==> config.mk <==
export PLATFORM = sky130hd
export DESIGN_NAME = adc_control_registers
export DESIGN_NICKNAME = d
export VERILOG_FILES = /design/src/design/adc_ctrl_pkg.sv /design/src/design/adc_clk_div.sv /design/src/design/adc_input_mux.sv /design/src/design/adc_control_registers.sv
export VERILOG_INCLUDE_DIRS = /design/src /design/src/design
export SDC_FILE = /design/constraint.sdc
export NUM_CORES = 1
export LEC_CHECK = 0
export BUFFER_PORTS_ARGS = -buffer_cell sky130_fd_sc_hd__buf_4
export CAP_MARGIN = 40
export CORE_AREA = 2 2 92 94
export DETAILED_ROUTE_END_ITERATION = 7
export DIE_AREA = 0 0 94 96
export PLACE_DENSITY = 0.7
export SKIP_LAST_GASP = 1
export SLEW_MARGIN = 20
export SYNTH_ARGS = -nofsm -noshare
export SYNTH_HDL_FRONTEND = slang
export SYNTH_SLANG_ARGS = --single-unit
==> constraint.sdc <==
create_clock -name mclk_i -period 2.15 [get_ports mclk_i]
set_input_delay 0 -clock mclk_i [delete_from_list [all_inputs] [get_ports mclk_i]]
set_output_delay 0 -clock mclk_i [all_outputs]
set_load 0.01 [all_outputs]
==> src/design/adc_ctrl_cfg.svh <==
// Contract
// - Every conversion yields a ten-bit result
// - Alignment bit places result in byte pair
// - Result bytes hold while converter is off
// - Start bit low-high-low begins a conversion
// - Busy flag set at start, cleared at end
// - Power enable switches converter on or off
// - Two gain bits pick internal reference level
// - Channel codes 0-3 pick pins, others float
// - Source field picks pin or internal signal
// - Reference field picks pin, supply or amplifier
// - Divider code halves conversion clock per step
// - One converter shared through one multiplexer
// - Analog pin drops digital function and pull-up
// - Conversion takes four sample plus ten convert
// - Completion raises request flag and gated interrupt
// - Bandgap on from its bit or low-voltage reset
`ifndef ADC_CTRL_CFG_SVH
`define ADC_CTRL_CFG_SVH

// -----------------------------------------------------------------
// Register byte addresses
// -----------------------------------------------------------------
`define ADC_ADDR_RES_LO   4'h0
`define ADC_ADDR_RES_HI   4'h4
`define ADC_ADDR_CTRL_A   4'h8
`define ADC_ADDR_CTRL_B   4'hC
`define ADC_ADDR_BANDGAP  5'h10
`define ADC_ADDR_IRQ      5'h14

// -----------------------------------------------------------------
// Field positions and reset values
// -----------------------------------------------------------------
`define ADC_A_START       7
`define ADC_A_BUSY        6
`define ADC_A_PWR         5
`define ADC_A_ALIGN       4
`define ADC_A_GAIN_LO     3
`define ADC_B_GAIN_HI     5
`define ADC_BG_EN         3
`define ADC_CTRL_RST      8'h00
`define ADC_ZERO8         8'h00
`define ADC_ZERO32        32'h0000_0000

// -----------------------------------------------------------------
// Conversion timing in conversion clock periods
// -----------------------------------------------------------------
`define ADC_SAMPLE_TCK    5'h04
`define ADC_TOTAL_TCK     5'h0E

`endif

==> src/design/adc_ctrl_pkg.sv <==
package adc_ctrl_pkg;
    // Conversion sequencer states
    typedef enum logic [1:0] {
        ST_IDLE    = 2'b00,
        ST_SAMPLE  = 2'b01,
        ST_CONVERT = 2'b10
    } conv_state_t;
    // Reference source encodings
    typedef enum logic [1:0] {
        REF_PIN    = 2'b00,
        REF_SUPPLY = 2'b01,
        REF_GAIN   = 2'b10,
        REF_PIN2   = 2'b11
    } ref_src_t;
endpackage

==> src/design/adc_clk_div.sv <==
`timescale 1ns/1ps
`include "adc_ctrl_cfg.svh"

// Conversion clock enable: one pulse every 2**code system clocks
module adc_clk_div #(
    parameter int CNT_W = 7
) (
    input  wire logic             mclk_i,
    input  wire logic             sys_rst_i,
    input  wire logic             run_i,
    input  wire logic [2:0]       code_i,
    output logic                  tick_o
);
    // Counter must span the slowest division by 128
    if (CNT_W < 7) begin : g_bad_width
        $error("adc_clk_div: CNT_W must reach 128");
    end

    logic [CNT_W-1:0] cnt_r;   // Free count while running
    logic [CNT_W-1:0] mask;    // Low bits that must be all ones

    // Mask of 2**code - 1
    always_comb begin
        mask = CNT_W'((8'h01 << code_i) - 8'h01);
    end

    // -----------------------------------------------------------------
    // Divider counter
    // -----------------------------------------------------------------
    always_ff @(posedge mclk_i or posedge sys_rst_i) begin
        if (sys_rst_i) begin
            cnt_r <= '0;
        end else if (!run_i) begin
            cnt_r <= '0;
        end else begin
            cnt_r <= cnt_r + CNT_W'(1);
        end
    end

    // Code 0 gives a tick every cycle, code 7 every 128
    assign tick_o = run_i && ((cnt_r & mask) == mask);
endmodule

==> src/design/adc_input_mux.sv <==
`timescale 1ns/1ps
`include "adc_ctrl_cfg.svh"

// Analog routing selects for the single shared converter
module adc_input_mux (
    input  wire logic [1:0]       source_i,
    input  wire logic [2:0]       chan_i,
    input  wire logic [1:0]       ref_i,
    input  wire logic [3:0]       pin_analog_i,
    output logic [3:0]            pin_sel_o,
    output logic                  sel_amp_o,
    output logic                  sel_bat_o,
    output logic                  sel_supply_o,
    output logic                  ref_pin_o,
    output logic                  ref_supply_o,
    output logic                  ref_gain_o,
    output logic [3:0]            pin_digital_off_o,
    output logic [3:0]            pin_pullup_off_o
);
    genvar g;
    // Pin switch closes only for codes 0..3, whatever source is chosen
    generate
        for (g = 0; g < 4; g++) begin : g_pin
            assign pin_sel_o[g] = (chan_i == 3'(g));
            assign pin_digital_off_o[g] = pin_analog_i[g];
            assign pin_pullup_off_o[g]  = pin_analog_i[g];
        end
    endgenerate

    // Internal sources one at a time
    assign sel_amp_o    = (source_i == 2'b01);
    assign sel_bat_o    = (source_i == 2'b10);
    assign sel_supply_o = (source_i == 2'b11);

    // Reference: pin for 00 and 11
    assign ref_supply_o = (ref_i == adc_ctrl_pkg::REF_SUPPLY);
    assign ref_gain_o   = (ref_i == adc_ctrl_pkg::REF_GAIN);
    assign ref_pin_o    = !ref_supply_o && !ref_gain_o;
endmodule

==> src/design/adc_control_registers.sv <==
// Chosen here: the register offsets and the Avalon-MM interface to the registers.
`timescale 1ns/1ps
`include "adc_ctrl_cfg.svh"

// Converter control registers, sequencer and result capture
module adc_control_registers (
    input  wire logic             mclk_i,
    input  wire logic             sys_rst_i,
    // Avalon-MM slave
    input  wire logic [4:0]       avs_address,
    input  wire logic             avs_read,
    input  wire logic             avs_write,
    input  wire logic [31:0]      avs_writedata,
    input  wire logic [3:0]       avs_byteenable,
    output logic [31:0]           avs_readdata,
    output logic                  avs_waitrequest,
    output logic [1:0]            avs_response,
    // Converter core
    input  wire logic [9:0]       conv_data_i,
    input  wire logic             lvr_enable_i,
    input  wire logic             irq_enable_i,
    input  wire logic [3:0]       pin_analog_i,
    output logic                  conv_power_o,
    output logic                  conv_sample_o,
    output logic                  conv_clk_en_o,
    output logic [1:0]            ref_gain_code_o,
    output logic [3:0]            pin_sel_o,
    output logic                  sel_amp_o,
    output logic                  sel_bat_o,
    output logic                  sel_supply_o,
    output logic                  ref_pin_o,
    output logic                  ref_supply_o,
    output logic                  ref_gain_o,
    output logic [3:0]            pin_digital_off_o,
    output logic [3:0]            pin_pullup_off_o,
    output logic                  bandgap_on_o,
    output logic                  irq_o
);
    // -----------------------------------------------------------------
    // Register state
    // -----------------------------------------------------------------
    logic [7:0]  ctrl_a_r;        // Start, power, align, gain lo, channel
    logic [7:0]  ctrl_b_r;        // Source, gain hi, reference, divider
    logic        bg_en_r;         // Bandgap enable bit
    logic        irq_flag_r;      // Completion request flag
    logic        busy_r;          // Conversion in progress
    logic [7:0]  res_lo_r;        // Result low byte
    logic [7:0]  res_hi_r;        // Result high byte
    logic [7:0]  rd_byte;         // Selected read byte
    logic        hit;             // Mapped address
    logic        wr_a;            // Write strobe control A
    logic        rd_ack_r;        // Read data loaded, answer this cycle
    logic [4:0]  tck_r;           // Conversion clock periods elapsed
    logic        tick;            // Conversion clock enable
    logic        start_seen_r;    // Start bit went high
    logic        launch;          // Start sequence completed
    logic        done;            // Last conversion period
    adc_ctrl_pkg::conv_state_t state_r;
    adc_ctrl_pkg::conv_state_t state_nxt;

    wire         pwr = ctrl_a_r[`ADC_A_PWR];
    wire [7:0]   wbyte = avs_writedata[7:0];
    wire         wen = avs_write && avs_byteenable[0];

    // -----------------------------------------------------------------
    // Bus slave: writes take one cycle, reads wait one for their data
    // -----------------------------------------------------------------
    // Read held off until the registered data stands on the bus
    assign avs_waitrequest = avs_read && !rd_ack_r;
    // Control A write strobe feeds the start detector
    assign wr_a = wen && (avs_address == {1'b0, `ADC_ADDR_CTRL_A});

    // Address decode
    always_comb begin
        hit = 1'b1;
        case (avs_address)
            {1'b0, `ADC_ADDR_RES_LO}:  rd_byte = res_lo_r;
            {1'b0, `ADC_ADDR_RES_HI}:  rd_byte = res_hi_r;
            {1'b0, `ADC_ADDR_CTRL_A}:  rd_byte = {ctrl_a_r[7], busy_r, ctrl_a_r[5:0]};
            {1'b0, `ADC_ADDR_CTRL_B}:  rd_byte = ctrl_b_r;
            `ADC_ADDR_BANDGAP:         rd_byte = {4'h0, bg_en_r, 3'h0};
            `ADC_ADDR_IRQ:             rd_byte = {7'h00, irq_flag_r};
            default: begin
                rd_byte = `ADC_ZERO8;
                hit     = 1'b0;
            end
        endcase
    end

    // Read data registered in the wait cycle, held until the next read
    always_ff @(posedge mclk_i or posedge sys_rst_i) begin
        if (sys_rst_i) begin
            avs_readdata <= `ADC_ZERO32;
            avs_response <= 2'b00;
            rd_ack_r     <= 1'b0;
        end else begin
            // Answer flag lives for one cycle of each read
            rd_ack_r <= avs_read && !rd_ack_r;
            if (avs_read && !rd_ack_r) begin
                // Unmapped reads return zero with an error code
                avs_readdata <= {24'h00_0000, rd_byte};
                avs_response <= hit ? 2'b00 : 2'b10;
            end
        end
    end

    // -----------------------------------------------------------------
    // Control registers
    // -----------------------------------------------------------------
    always_ff @(posedge mclk_i or posedge sys_rst_i) begin
        if (sys_rst_i) begin
            ctrl_a_r <= `ADC_CTRL_RST;
            ctrl_b_r <= `ADC_CTRL_RST;
            bg_en_r  <= 1'b0;
        end else if (wen) begin
            case (avs_address)
                {1'b0, `ADC_ADDR_CTRL_A}: ctrl_a_r <= {wbyte[7], 1'b0, wbyte[5:0]};
                {1'b0, `ADC_ADDR_CTRL_B}: ctrl_b_r <= wbyte;
                `ADC_ADDR_BANDGAP:        bg_en_r  <= wbyte[`ADC_BG_EN];
                default: begin
                end
            endcase
        end
    end

    // -----------------------------------------------------------------
    // Start sequence detector: 0 -> 1 -> 0 written by software
    // -----------------------------------------------------------------
    always_ff @(posedge mclk_i or posedge sys_rst_i) begin
        if (sys_rst_i) begin
            start_seen_r <= 1'b0;
        end else if (wr_a) begin
            start_seen_r <= wbyte[`ADC_A_START];
        end
    end
    assign launch = wr_a && start_seen_r && !wbyte[`ADC_A_START] && pwr;

    // -----------------------------------------------------------------
    // Sequencer: 4 sample plus 10 convert periods
    // -----------------------------------------------------------------
    adc_clk_div #(
        .CNT_W (7)
    ) u_div (
        .mclk_i    (mclk_i),
        .sys_rst_i (sys_rst_i),
        .run_i     (busy_r && pwr), // Ticks stop the cycle power drops
        .code_i    (ctrl_b_r[2:0]),
        .tick_o    (tick)
    );

    assign done = busy_r && tick && (tck_r == `ADC_TOTAL_TCK - 5'h01);

    // Next state
    always_comb begin
        state_nxt = state_r;
        case (state_r)
            adc_ctrl_pkg::ST_IDLE: begin
                if (launch) state_nxt = adc_ctrl_pkg::ST_SAMPLE;
            end
            adc_ctrl_pkg::ST_SAMPLE: begin
                if (!pwr) state_nxt = adc_ctrl_pkg::ST_IDLE;
                else if (tick && tck_r == `ADC_SAMPLE_TCK - 5'h01) state_nxt = adc_ctrl_pkg::ST_CONVERT;
            end
            adc_ctrl_pkg::ST_CONVERT: begin
                if (!pwr || done) state_nxt = adc_ctrl_pkg::ST_IDLE;
            end
            default: state_nxt = adc_ctrl_pkg::ST_IDLE;
        endcase
    end

    // State, period count and busy flag
    always_ff @(posedge mclk_i or posedge sys_rst_i) begin
        if (sys_rst_i) begin
            state_r <= adc_ctrl_pkg::ST_IDLE;
            tck_r   <= 5'h00;
            busy_r  <= 1'b0;
        end else begin
            state_r <= state_nxt;
            if (launch && !busy_r) begin
                busy_r <= 1'b1;
                tck_r  <= 5'h00;
            end else if (done || !pwr) begin
                busy_r <= 1'b0;
                tck_r  <= 5'h00;
            end else if (busy_r && tick) begin
                tck_r  <= tck_r + 5'h01;
            end
        end
    end

    // -----------------------------------------------------------------
    // Result capture, both bytes in the busy-clear cycle
    // -----------------------------------------------------------------
    always_ff @(posedge mclk_i or posedge sys_rst_i) begin
        if (sys_rst_i) begin
            res_lo_r <= `ADC_ZERO8;
            res_hi_r <= `ADC_ZERO8;
        end else if (done && pwr) begin
            if (ctrl_a_r[`ADC_A_ALIGN]) begin
                res_hi_r <= {6'h00, conv_data_i[9:8]};
                res_lo_r <= conv_data_i[7:0];
            end else begin
                res_hi_r <= conv_data_i[9:2];
                res_lo_r <= {conv_data_i[1:0], 6'h00};
            end
        end
    end

    // -----------------------------------------------------------------
    // Completion request flag: set wins over software clear
    // -----------------------------------------------------------------
    always_ff @(posedge mclk_i or posedge sys_rst_i) begin
        if (sys_rst_i) begin
            irq_flag_r <= 1'b0;
        end else if (done) begin
            irq_flag_r <= 1'b1;
        end else if (wen && avs_address == `ADC_ADDR_IRQ && wbyte[0]) begin
            irq_flag_r <= 1'b0;
        end
    end
    assign irq_o = irq_flag_r && irq_enable_i;

    // -----------------------------------------------------------------
    // Analog side controls
    // -----------------------------------------------------------------
    assign conv_power_o    = pwr;
    assign conv_sample_o   = (state_r == adc_ctrl_pkg::ST_SAMPLE);
    assign conv_clk_en_o   = tick;
    assign ref_gain_code_o = {ctrl_b_r[`ADC_B_GAIN_HI], ctrl_a_r[`ADC_A_GAIN_LO]};
    assign bandgap_on_o    = bg_en_r || lvr_enable_i;

    adc_input_mux u_mux (
        .source_i          (ctrl_b_r[7:6]),
        .chan_i            (ctrl_a_r[2:0]),
        .ref_i             (ctrl_b_r[4:3]),
        .pin_analog_i      (pin_analog_i),
        .pin_sel_o         (pin_sel_o),
        .sel_amp_o         (sel_amp_o),
        .sel_bat_o         (sel_bat_o),
        .sel_supply_o      (sel_supply_o),
        .ref_pin_o         (ref_pin_o),
        .ref_supply_o      (ref_supply_o),
        .ref_gain_o        (ref_gain_o),
        .pin_digital_off_o (pin_digital_off_o),
        .pin_pullup_off_o  (pin_pullup_off_o)
    );
endmodule

# --- Yosys cells after proc, flatten, opt, wreduce, memory -nomap -nowiden ---
# Cells that the tools add are included.
op_classes:
  eq_ne: 21
  bitwise: 1
  shifts: 1
  n_addsub: 3
  mux: 18
  n_reduce_logical: 36
op_table:
  columns: ["operator", "n"]
  rows:
  - ["8-bit one-hot mux with 6 select lines", 1]
  - ["1-bit logical AND", 17]
  - ["8-bit two-way mux", 2]
  - ["5-bit by 4-bit equality test with 1-bit output, second input constant", 3]
  - ["5-bit two-way mux", 3]
  - ["5-bit equality test, second input constant", 2]
  - ["2-bit two-way mux", 5]
  - ["2-bit equality test, second input constant", 4]
  - ["7-bit by 1-bit adder with 7-bit output, second input constant", 1]
  - ["7-bit bitwise AND", 1]
  - ["7-bit equality test", 1]
  - ["7-bit two-way mux", 1]
  - ["1-bit by 3-bit << shifter with 7-bit output, first input constant", 1]
  - ["7-bit by 1-bit subtractor with 7-bit output, second input constant", 1]
  - ["2-bit by 1-bit equality test with 1-bit output, second input constant", 3]
  - ["3-bit by 2-bit equality test with 1-bit output, second input constant", 2]
  - ["1-bit zero test", 6]
  - ["2-bit one-hot mux with 3 select lines", 1]
  - ["2-bit AND reduction", 3]
  - ["6-bit OR reduction", 1]
  - ["5-bit by 1-bit adder with 5-bit output, second input constant", 1]
  - ["5-bit by 2-bit equality test with 1-bit output, second input constant", 1]
  - ["5-bit by 3-bit equality test with 1-bit output, second input constant", 1]
  - ["5-bit zero test", 1]
  - ["other kinds (10)", 17]
word_totals:
  out_inout_bits: 60
  wordCells: 94
  reg_bits: 60
  in_bits: 61

# --- Depth between registers and ports, before layout ---
# Gate-level depths: netlist of the first run.
depth:
  ltp_word: 10
  mapped_depth: 7
  depth_no_buf: 6

# --- Modules after synthesis ---
# A second synthesis of the first run with hierarchy kept.
unflattened:
  hier_cells: 317
  hier_area_um2: 3148.0
by_module_without_submodules:
  columns: ["mod", "area_each_um2", "seq_area_each_um2", "cells_each", "n_inst"]
  rows:
  - ["adc_control_registers", 2642.5, 1276.2, 260, 1]
  - ["adc_clk_div", 364.1, 175.2, 38, 1]
  - ["adc_input_mux", 141.4, 0.0, 19, 1]

# --- Worst setup path after synthesis of the first run ---
# No wires, ideal clock.
synth_path:
  path_type: "register to register"
  start: "reg ctrl_a_r[5]"
  end: "reg res_hi_r[5]"
  path_slack_ns: 0.278
  stages_incl_launch_ff: 8
  synth_period_minus_slack_ns: 1.872
  arrival_time_ns: 1.790
  setup_time_ns: 0.083
  cell_sequence: "dfrtp_1 -> nand2_1 -> a311oi_1 -> nand4_1 -> clkinv_1 -> nand4_1 -> clkbuf_1 -> o21ai_0"
synth_between:
  elab_chain_len: 5
synth_lines:
  columns: ["element", "line_no", "source"]
  rows:
  - ["from (decl)", "adc_control_registers.sv:42", "logic [7:0] ctrl_a_r;"]
  - ["from (signal assigned)", "adc_control_registers.sv:112", "ctrl_a_r <= `ADC_CTRL_RST;"]
  - ["from (signal assigned)", "adc_control_registers.sv:117", "{1'b0, `ADC_ADDR_CTRL_A}: ctrl_a_r <= {wbyte[7], 1'b0, wbyte[5:0]};"]
  - ["1-bit logical AND", "adc_control_registers.sv:146", ".run_i (busy_r && pwr),"]
  - ["1-bit logical AND", "adc_clk_div.sv:41", "assign tick_o = run_i && ((cnt_r & mask) == mask);"]
  - ["named net conv_clk_en_o", "adc_control_registers.sv:25", "output logic conv_clk_en_o,"]
  - ["1-bit logical AND (2 in series)", "adc_control_registers.sv:151", "assign done = busy_r && tick && (tck_r == `ADC_TOTAL_TCK - 5'h01);"]
  - ["1-bit logical AND", "adc_control_registers.sv:198", "end else if (done && pwr) begin"]
  - ["to (signal assigned)", "adc_control_registers.sv:197", "res_hi_r <= `ADC_ZERO8;"]
  - ["to (signal assigned)", "adc_control_registers.sv:200", "res_hi_r <= {6'h00, conv_data_i[9:8]};"]
  - ["to (signal assigned)", "adc_control_registers.sv:203", "res_hi_r <= conv_data_i[9:2];"]
  - ["to (decl)", "adc_control_registers.sv:48", "logic [7:0] res_hi_r;"]
# The timed path passes the listed nets, and every way through them passes these cells.
# A chain may end at the register's enable or synchronous reset.

# --- Worst setup path after layout of the first run ---
layout_path:
  start: "reg busy_r"
  end: "reg tck_r[4]"
layout_between:
  elab_chain_len: 7
  elab_cells_between_ends: 10
  cone_classes: "mux: 2; reduce/logical: 8"
layout_lines:
  columns: ["element", "line_no", "source"]
  rows:
  - ["from (decl)", "adc_control_registers.sv:46", "logic busy_r;"]
  - ["from (signal assigned)", "adc_control_registers.sv:176", "busy_r <= 1'b0;"]
  - ["from (signal assigned)", "adc_control_registers.sv:180", "busy_r <= 1'b1;"]
  - ["from (signal assigned)", "adc_control_registers.sv:183", "busy_r <= 1'b0;"]
  - ["1-bit logical AND", "adc_control_registers.sv:146", null]
  - ["1-bit logical AND", "adc_clk_div.sv:41", null]
  - ["1-bit logical AND", "adc_control_registers.sv:151, adc_control_registers.sv:185", null]
  - ["1-bit logical AND", "adc_control_registers.sv:151", null]
  - ["1-bit logical OR", "adc_control_registers.sv:182", "end else if (done || !pwr) begin"]
  - ["5-bit two-way mux", "adc_control_registers.sv:182", null]
  - ["5-bit two-way mux", "adc_control_registers.sv:179", "if (launch && !busy_r) begin"]
  - ["to (signal assigned)", "adc_control_registers.sv:186", "tck_r <= tck_r + 5'h01;"]
  - ["to (decl)", "adc_control_registers.sv:53", "logic [4:0] tck_r;"]
# Several ways; a longest one is shown, not always the timed one.

==> flow_metrics.tcl, run 1 <==
set metrics [dict create \
    r2r_end "tck_r[4]$_DFFE_PP0P_" \
    grt_remaining_overflow 0 \
    setup_tns_ps 0 \
    grtUsageTotal 0.163 \
    setup_viol 0 \
    holdPathEnd "pin_pullup_off_o[1]" \
    grt_pass1_wl_um 11200 \
    synth_area_leaders "dfrtp_1 46%, buf_4 8.3%, mux2_2 7.5%" \
    dp_hpwl_um 5080 \
    clock-root-buffer "clkbuf_8" \
    rr_worst_depth 6 \
    placed_cell_area_sq_um 3580 \
    ys_seq_elements 58 \
    rsz0062_at_grt "no" \
    synth-async-reset-ratio 1.00 \
    period_share 0.854 \
    hold_viol 0 \
    yosys_warnings 0 \
    p_seq_frac 0.483 \
    p_leak_nw 1.77 \
    r2r-start "busy_r$_DFFE_PP0P_" \
    fin_hold_ws_ps 0.00326 \
    synth_top_area_frac 0.459 \
    timing.slew.headroom 0.585 \
    area_growth_pct 24.4 \
    switching_power_uw 750 \
    max_freq_mhz 545 \
    synthCells 313 \
    crit_type "flip-flop to flip-flop" \
    fin_nets 452 \
    syn_area_per_cell_sq_um 10.1 \
    drt_iter0_drc 164 \
    final_common_cell "buf_4" \
    firstDrtPassIters 4 \
    mostFrequentLayoutCells "65 x buf_4, 58 x dfrtp_1, 44 x o21ai_0" \
    worst_skew_pair.late_latency_ps 340 \
    intPower_mw 1.96 \
    worst-path-max-fanout 19 \
    start_util 0.393 \
    outcome "complete, no violations" \
    comb_power_share 0.191 \
    cts_tree "built" \
    synthesis.area_sq_um 3160 \
    ant_nets 0 \
    startpoint_type "flip-flop" \
    skew_ps 10.3 \
    worstPathArrival_ps 2090 \
    crit_path_end_kind "flip-flop" \
    fp.dieW_um 94 \
    synth_edf_count 0 \
    drv_cap 0 \
    coreArea_sq_um 8050 \
    clockBufferDepth 2 \
    routed_wl_um 6880 \
    stdcell_area_sq_um 3940 \
    drc 0 \
    grt_pass1_vias 2310 \
    period_minus_slack_ps 1840 \
    dr_total_vias 2430 \
    path_clk_slew_ps 70 \
    yosysTopAreaCell "dfrtp_1" \
    postCtsSetupBuffers 0 \
    n_antenna_cell 0 \
    ios 121 \
    htreeDepth 3 \
    hp-class "input port to output pin" \
    synth_ff_type "dfrtp_1" \
    layout-drive-gt1-share 0.285 \
    numPortBuffers 56 \
    final_core_util 0.489 \
    ir_worst_vdd_mv 0.288 \
    dieArea_sq_um 9020 \
    ys_types 45 \
    final-max-slew-violation-count 0 \
    powerDensity_nw_per_um2 688 \
    clockPowerShare 0.325 \
    rows 33 \
    avgViaCountPerCell 4.91 \
    synth_seq_area_share 0.459 \
    min-delay-start "pin_analog_i[1]" \
    grt_max_degree 32 \
    wl_per_cell_um 13.9 \
    worstMarginPinSlew_ps 621 \
    die_h_um 96 \
    r2r_slack_ps 310 \
    cts_made_buffers 9 \
    swShare 0.277 \
    antenna_found_initial 0 \
    clock_sinks 58 \
    hold_path_depth 0 \
    critPathRequiredTime_ps 2410 \
    gp_congestion 0.820 \
]
-- final cells by class --
cell class | count | area [sq um]
tap | 105 | 131
clock buffer | 12 | 155
timing repair buffer | 85 | 698
inverter | 9 | 33.8
fill | 771 | 4110
sequential | 58 | 1450
multi-input combinational | 223 | 1450
clock inverter | 3 | 15.0
-- worst max path at each step --
| stage | start | endpoint | slack [ps] | cells after the start |
|---|---|---|---|---|
| 2_1_floorplan | ctrl_a_r[5]$_DFFE_PP0P_ | res_hi_r[5]$_DFFE_PP0P_ | 280 | 7 |
| 3_3_place_gp | busy_r$_DFFE_PP0P_ | tck_r[3]$_DFFE_PP0P_ | 400 | 6 |
| 3_5_place_dp | avs_address[4] | state_r[0]$_DFFE_PP0P_ | 330 | 6 |
| 4_1_cts | busy_r$_DFFE_PP0P_ | tck_r[4]$_DFFE_PP0P_ | 320 | 6 |
| 5_1_grt | busy_r$_DFFE_PP0P_ | tck_r[3]$_DFFE_PP0P_ | 210 | 6 |
| 6_report | busy_r$_DFFE_PP0P_ | tck_r[4]$_DFFE_PP0P_ | 310 | 6 |
-- critical path, cell delays in order (launching register included) --
cell,delay [ps]
dfrtp_1,440
nand2_1,110
a311oi_1,260
nand4_1,190
buf_4,240
or3_1,360
a21oi_1,150
-- layer usage --
layer | part of all wire | vias up | GRT usage
met5 | 0 | - | 0
met4 | 0.016 | 0 | 0.0725
met3 | 0.047 | 9 | 0.0446
met2 | 0.50 | 60 | 0.265
met1 | 0.44 | 1181 | 0.203
li1 | - | 1180 | -
-- kinds of logic (layout without fill, tap and decap cells) --
kind of cell / Yosys count / count (layout) / share of synthesized area
other cells: 1 / 25 / 0.00119
compound gates: 67 / 67 / 0.121
flops: 58 / 58 / 0.459
simple gates: 92 / 92 / 0.159
mux: 29 / 29 / 0.116
buf+inv: 56 / 109 / 0.111
xor+xnor: 5 / 5 / 0.0138
fa+ha+maj: 5 / 5 / 0.0198
-- sequential cells by signal, summed over array words and instances, names as in the netlist --
signal and cells:
avs_readdata 8, rd_ack_r 1, ctrl_b_r 8, avs_response 1, u_div.cnt_r 7, irq_flag_r 1, busy_r 1, res_hi_r 8
ctrl_a_r 6, res_lo_r 8, state_r 2, tck_r 5, start_seen_r 1, bg_en_r 1
-- synth_stat cells (2+ instances only) --
cell type  number
ha_1            5
xnor2_1         3
buf_4          35
and3b_1         2
nor3_1          3
nor2_1         13
dfrtp_1        58
nand2b_1        9
nor2b_1         6
mux4_2          4
a211oi_1        2
o21ai_0        44
inv_1           8
mux2_2         21
xor2_1          2
nand4_1         2
or3_1           4
nand3_1        10
a22oi_1         4
clkbuf_1       10
mux2i_1         4
a22o_1          2
and2_1          2
a21o_1          2
a21oi_1         8
nor3b_1         4
and3_1          2
nand2_1        27
-- through the flow --
step                      setup slack (ps)  std cells  power (mW)
after floorplan                        278        337        1.65
after global placement                 398        461        1.80
after detailed placement               331        461        1.83
after CTS                              320        495        2.74
after global routing                   205        495        2.87
final                                  315        495        2.71
-- power groups by stage --
| stage | Sequential [mW] | Combinational, mW | Clock [mW] |
|---|---|---|---|
| 2_1_floorplan | 1.29 | 0.363 | 0 |
| 3_5_place_dp | 1.33 | 0.496 | 0 |
| 6_report | 1.31 | 0.518 | 0.881 |
| 3_3_place_gp | 1.32 | 0.479 | 0 |
| 5_1_grt | 1.32 | 0.576 | 0.966 |
| 4_1_cts | 1.31 | 0.525 | 0.908 |
-- timing repair --
action	CTS	global route
endpoints found under the setup margin	0	0
gates resized for setup	0	0
hold endpoints to repair	56	0
hold buffers	19	0
No activity file was read; power rests on OpenSTA's default activity.
==> run 2: changes to the inputs <==
--- a/config.mk
+++ b/config.mk
@@ -11,7 +11,9 @@
 export CORE_AREA = 2 2 92 94
 export DETAILED_ROUTE_END_ITERATION = 7
 export DIE_AREA = 0 0 94 96
+export HOLD_SLACK_MARGIN = 0.06
 export PLACE_DENSITY = 0.7
+export SKIP_CTS_REPAIR_TIMING = 1
 export SKIP_LAST_GASP = 1
 export SLEW_MARGIN = 20
 export SYNTH_ARGS = -nofsm -noshare
==> run 2 against run 1 <==
Setup slack is essentially flat. Cell count grew 1.2%. Utilization grew 0.75 points. Clock power is essentially flat. Highest routed layer unchanged.
==> flow_metrics.tcl, run 2 (same netlist as run 1, synthesis figures left out) <==
set metrics [dict create \
    pre_cts_ws_ps 331 \
    worst_skew_pair.late_latency_ps 340 \
    drv_cap 0 \
    worst-path-max-fanout 19 \
    grt_pass1_wl_um 10900 \
    crit_type "flip-flop to flip-flop" \
    timing.slew.headroom 0.586 \
    top_layer "met4" \
    p_leak_nw 1.79 \
    mostFrequentLayoutCells "65 x buf_4, 58 x dfrtp_1, 44 x o21ai_0" \
    wl_met1_um 3040 \
    outcome "complete, no violations" \
    numPortBuffers 56 \
    period_share 0.854 \
    powerDensity_nw_per_um2 681 \
    grt_max_degree 32 \
    setup_viol 0 \
    clockBufferDepth 2 \
    final-max-slew-violation-count 0 \
    wl_per_cell_um 13.9 \
    rows 33 \
    worstMarginPinSlew_ps 620 \
    fin_nets 458 \
    final_common_cell "buf_4" \
    startpoint_type "flip-flop" \
    hp-class "input port to flip-flop" \
    hold_path_depth 4 \
    n_antenna_cell 0 \
    clock_sinks 58 \
    start_util 0.393 \
    period_minus_slack_ps 1840 \
    rr_worst_depth 6 \
    max_freq_mhz 545 \
    ant_nets 0 \
    hold_viol 0 \
    cts_made_buffers 9 \
    dr_wl_met3_um 305 \
    r2r-start "busy_r$_DFFE_PP0P_" \
    worstSetupStartpoint "busy_r$_DFFE_PP0P_" \
    grt_pass1_vias 2231 \
    firstDrtPassIters 4 \
    layout_setup_ws_ps 315 \
    fp.dieW_um 94 \
    worstPathArrival_ps 2090 \
    grtUsageTotal 0.159 \
    die_h_um 96 \
    avgViaCountPerCell 4.90 \
    critPathRequiredTime_ps 2410 \
    route.met2.wl_um 3500 \
    ir_worst_vdd_mv 0.287 \
    cts_tree "built" \
    setup_tns_ps 0 \
    crit_path_end_kind "flip-flop" \
    clock-root-buffer "clkbuf_8" \
    rsz0062_at_grt "no" \
    drt_iter0_drc 141 \
    htreeDepth 3 \
    layout-drive-gt1-share 0.280 \
    routed_wl_um 6950 \
    antenna_found_initial 0 \
    min-delay-start "avs_address[4]" \
    dieArea_sq_um 9020 \
    dr_total_vias 2457 \
    skew_ps 10.0 \
    path_clk_slew_ps 70 \
    coreArea_sq_um 8050 \
    grt_remaining_overflow 0 \
    gp_congestion 0.820 \
    area_growth_pct 26.3 \
    dp_hpwl_um 5080 \
    drc 0 \
    ios 121 \
]
[run 2: per-stage QoR]
step	area, sq um	power [mW]	instances	utilization	hold WS, ps
6_report	4000	2.72	501	0.497	93.1
5_1_grt	4000	2.88	501	0.497	99.7
4_1_cts	3750	2.71	476	0.465	-249
3_5_place_dp	3580	1.83	461	0.444	0.106
3_3_place_gp	3580	1.80	461	0.444	0.106
2_1_floorplan	3250	1.65	337	-	91.8
[run 2: path summary, 6_finish.rpt]
kind / to / slack (ps)
worst max-delay path: tck_r[4]$_DFFE_PP0P_ / 310
worst min-delay path: avs_readdata[3]$_DFFE_PP0P_ / 90
worst max register to register: tck_r[4]$_DFFE_PP0P_ / 310
worst min register to register: avs_readdata[4]$_DFFE_PP0P_ / 490
max in group asynchronous: tck_r[0]$_DFFE_PP0P_ / 1250
min in group asynchronous: ctrl_a_r[2]$_DFFE_PP0P_ / 300
[run 2: worst max-delay path, cell delays in order (launching register included)]
cell and delay [ps]:
dfrtp_1 440, nand2_1 110, a311oi_1 260, nand4_1 190, buf_4 240, or3_1 360, a21oi_1 150
[run 2: layout make-up]
cell class	instances	area [sq um]
fill	762	4050
multi-input combinational	223	1450
sequential	58	1450
timing repair buffer	91	758
clock buffer	12	155
tap	105	131
inverter	9	33.8
clock inverter	3	15.0
[run 2: where the power goes]
group / internal (mW) / leakage, nW / switching [mW]
logic: 0.289 / 0.987 / 0.243
registers: 1.21 / 0.715 / 0.100
clock network: 0.469 / 0.0920 / 0.411
total: 1.97 / 1.79 / 0.754
[run 2: per-layer routing]
metal	global-route usage	vias to the layer above
met2	0.255	69
met4	0.0725	0
met1	0.200	1187
met3	0.0470	9
met5	0	-
li1	-	1192
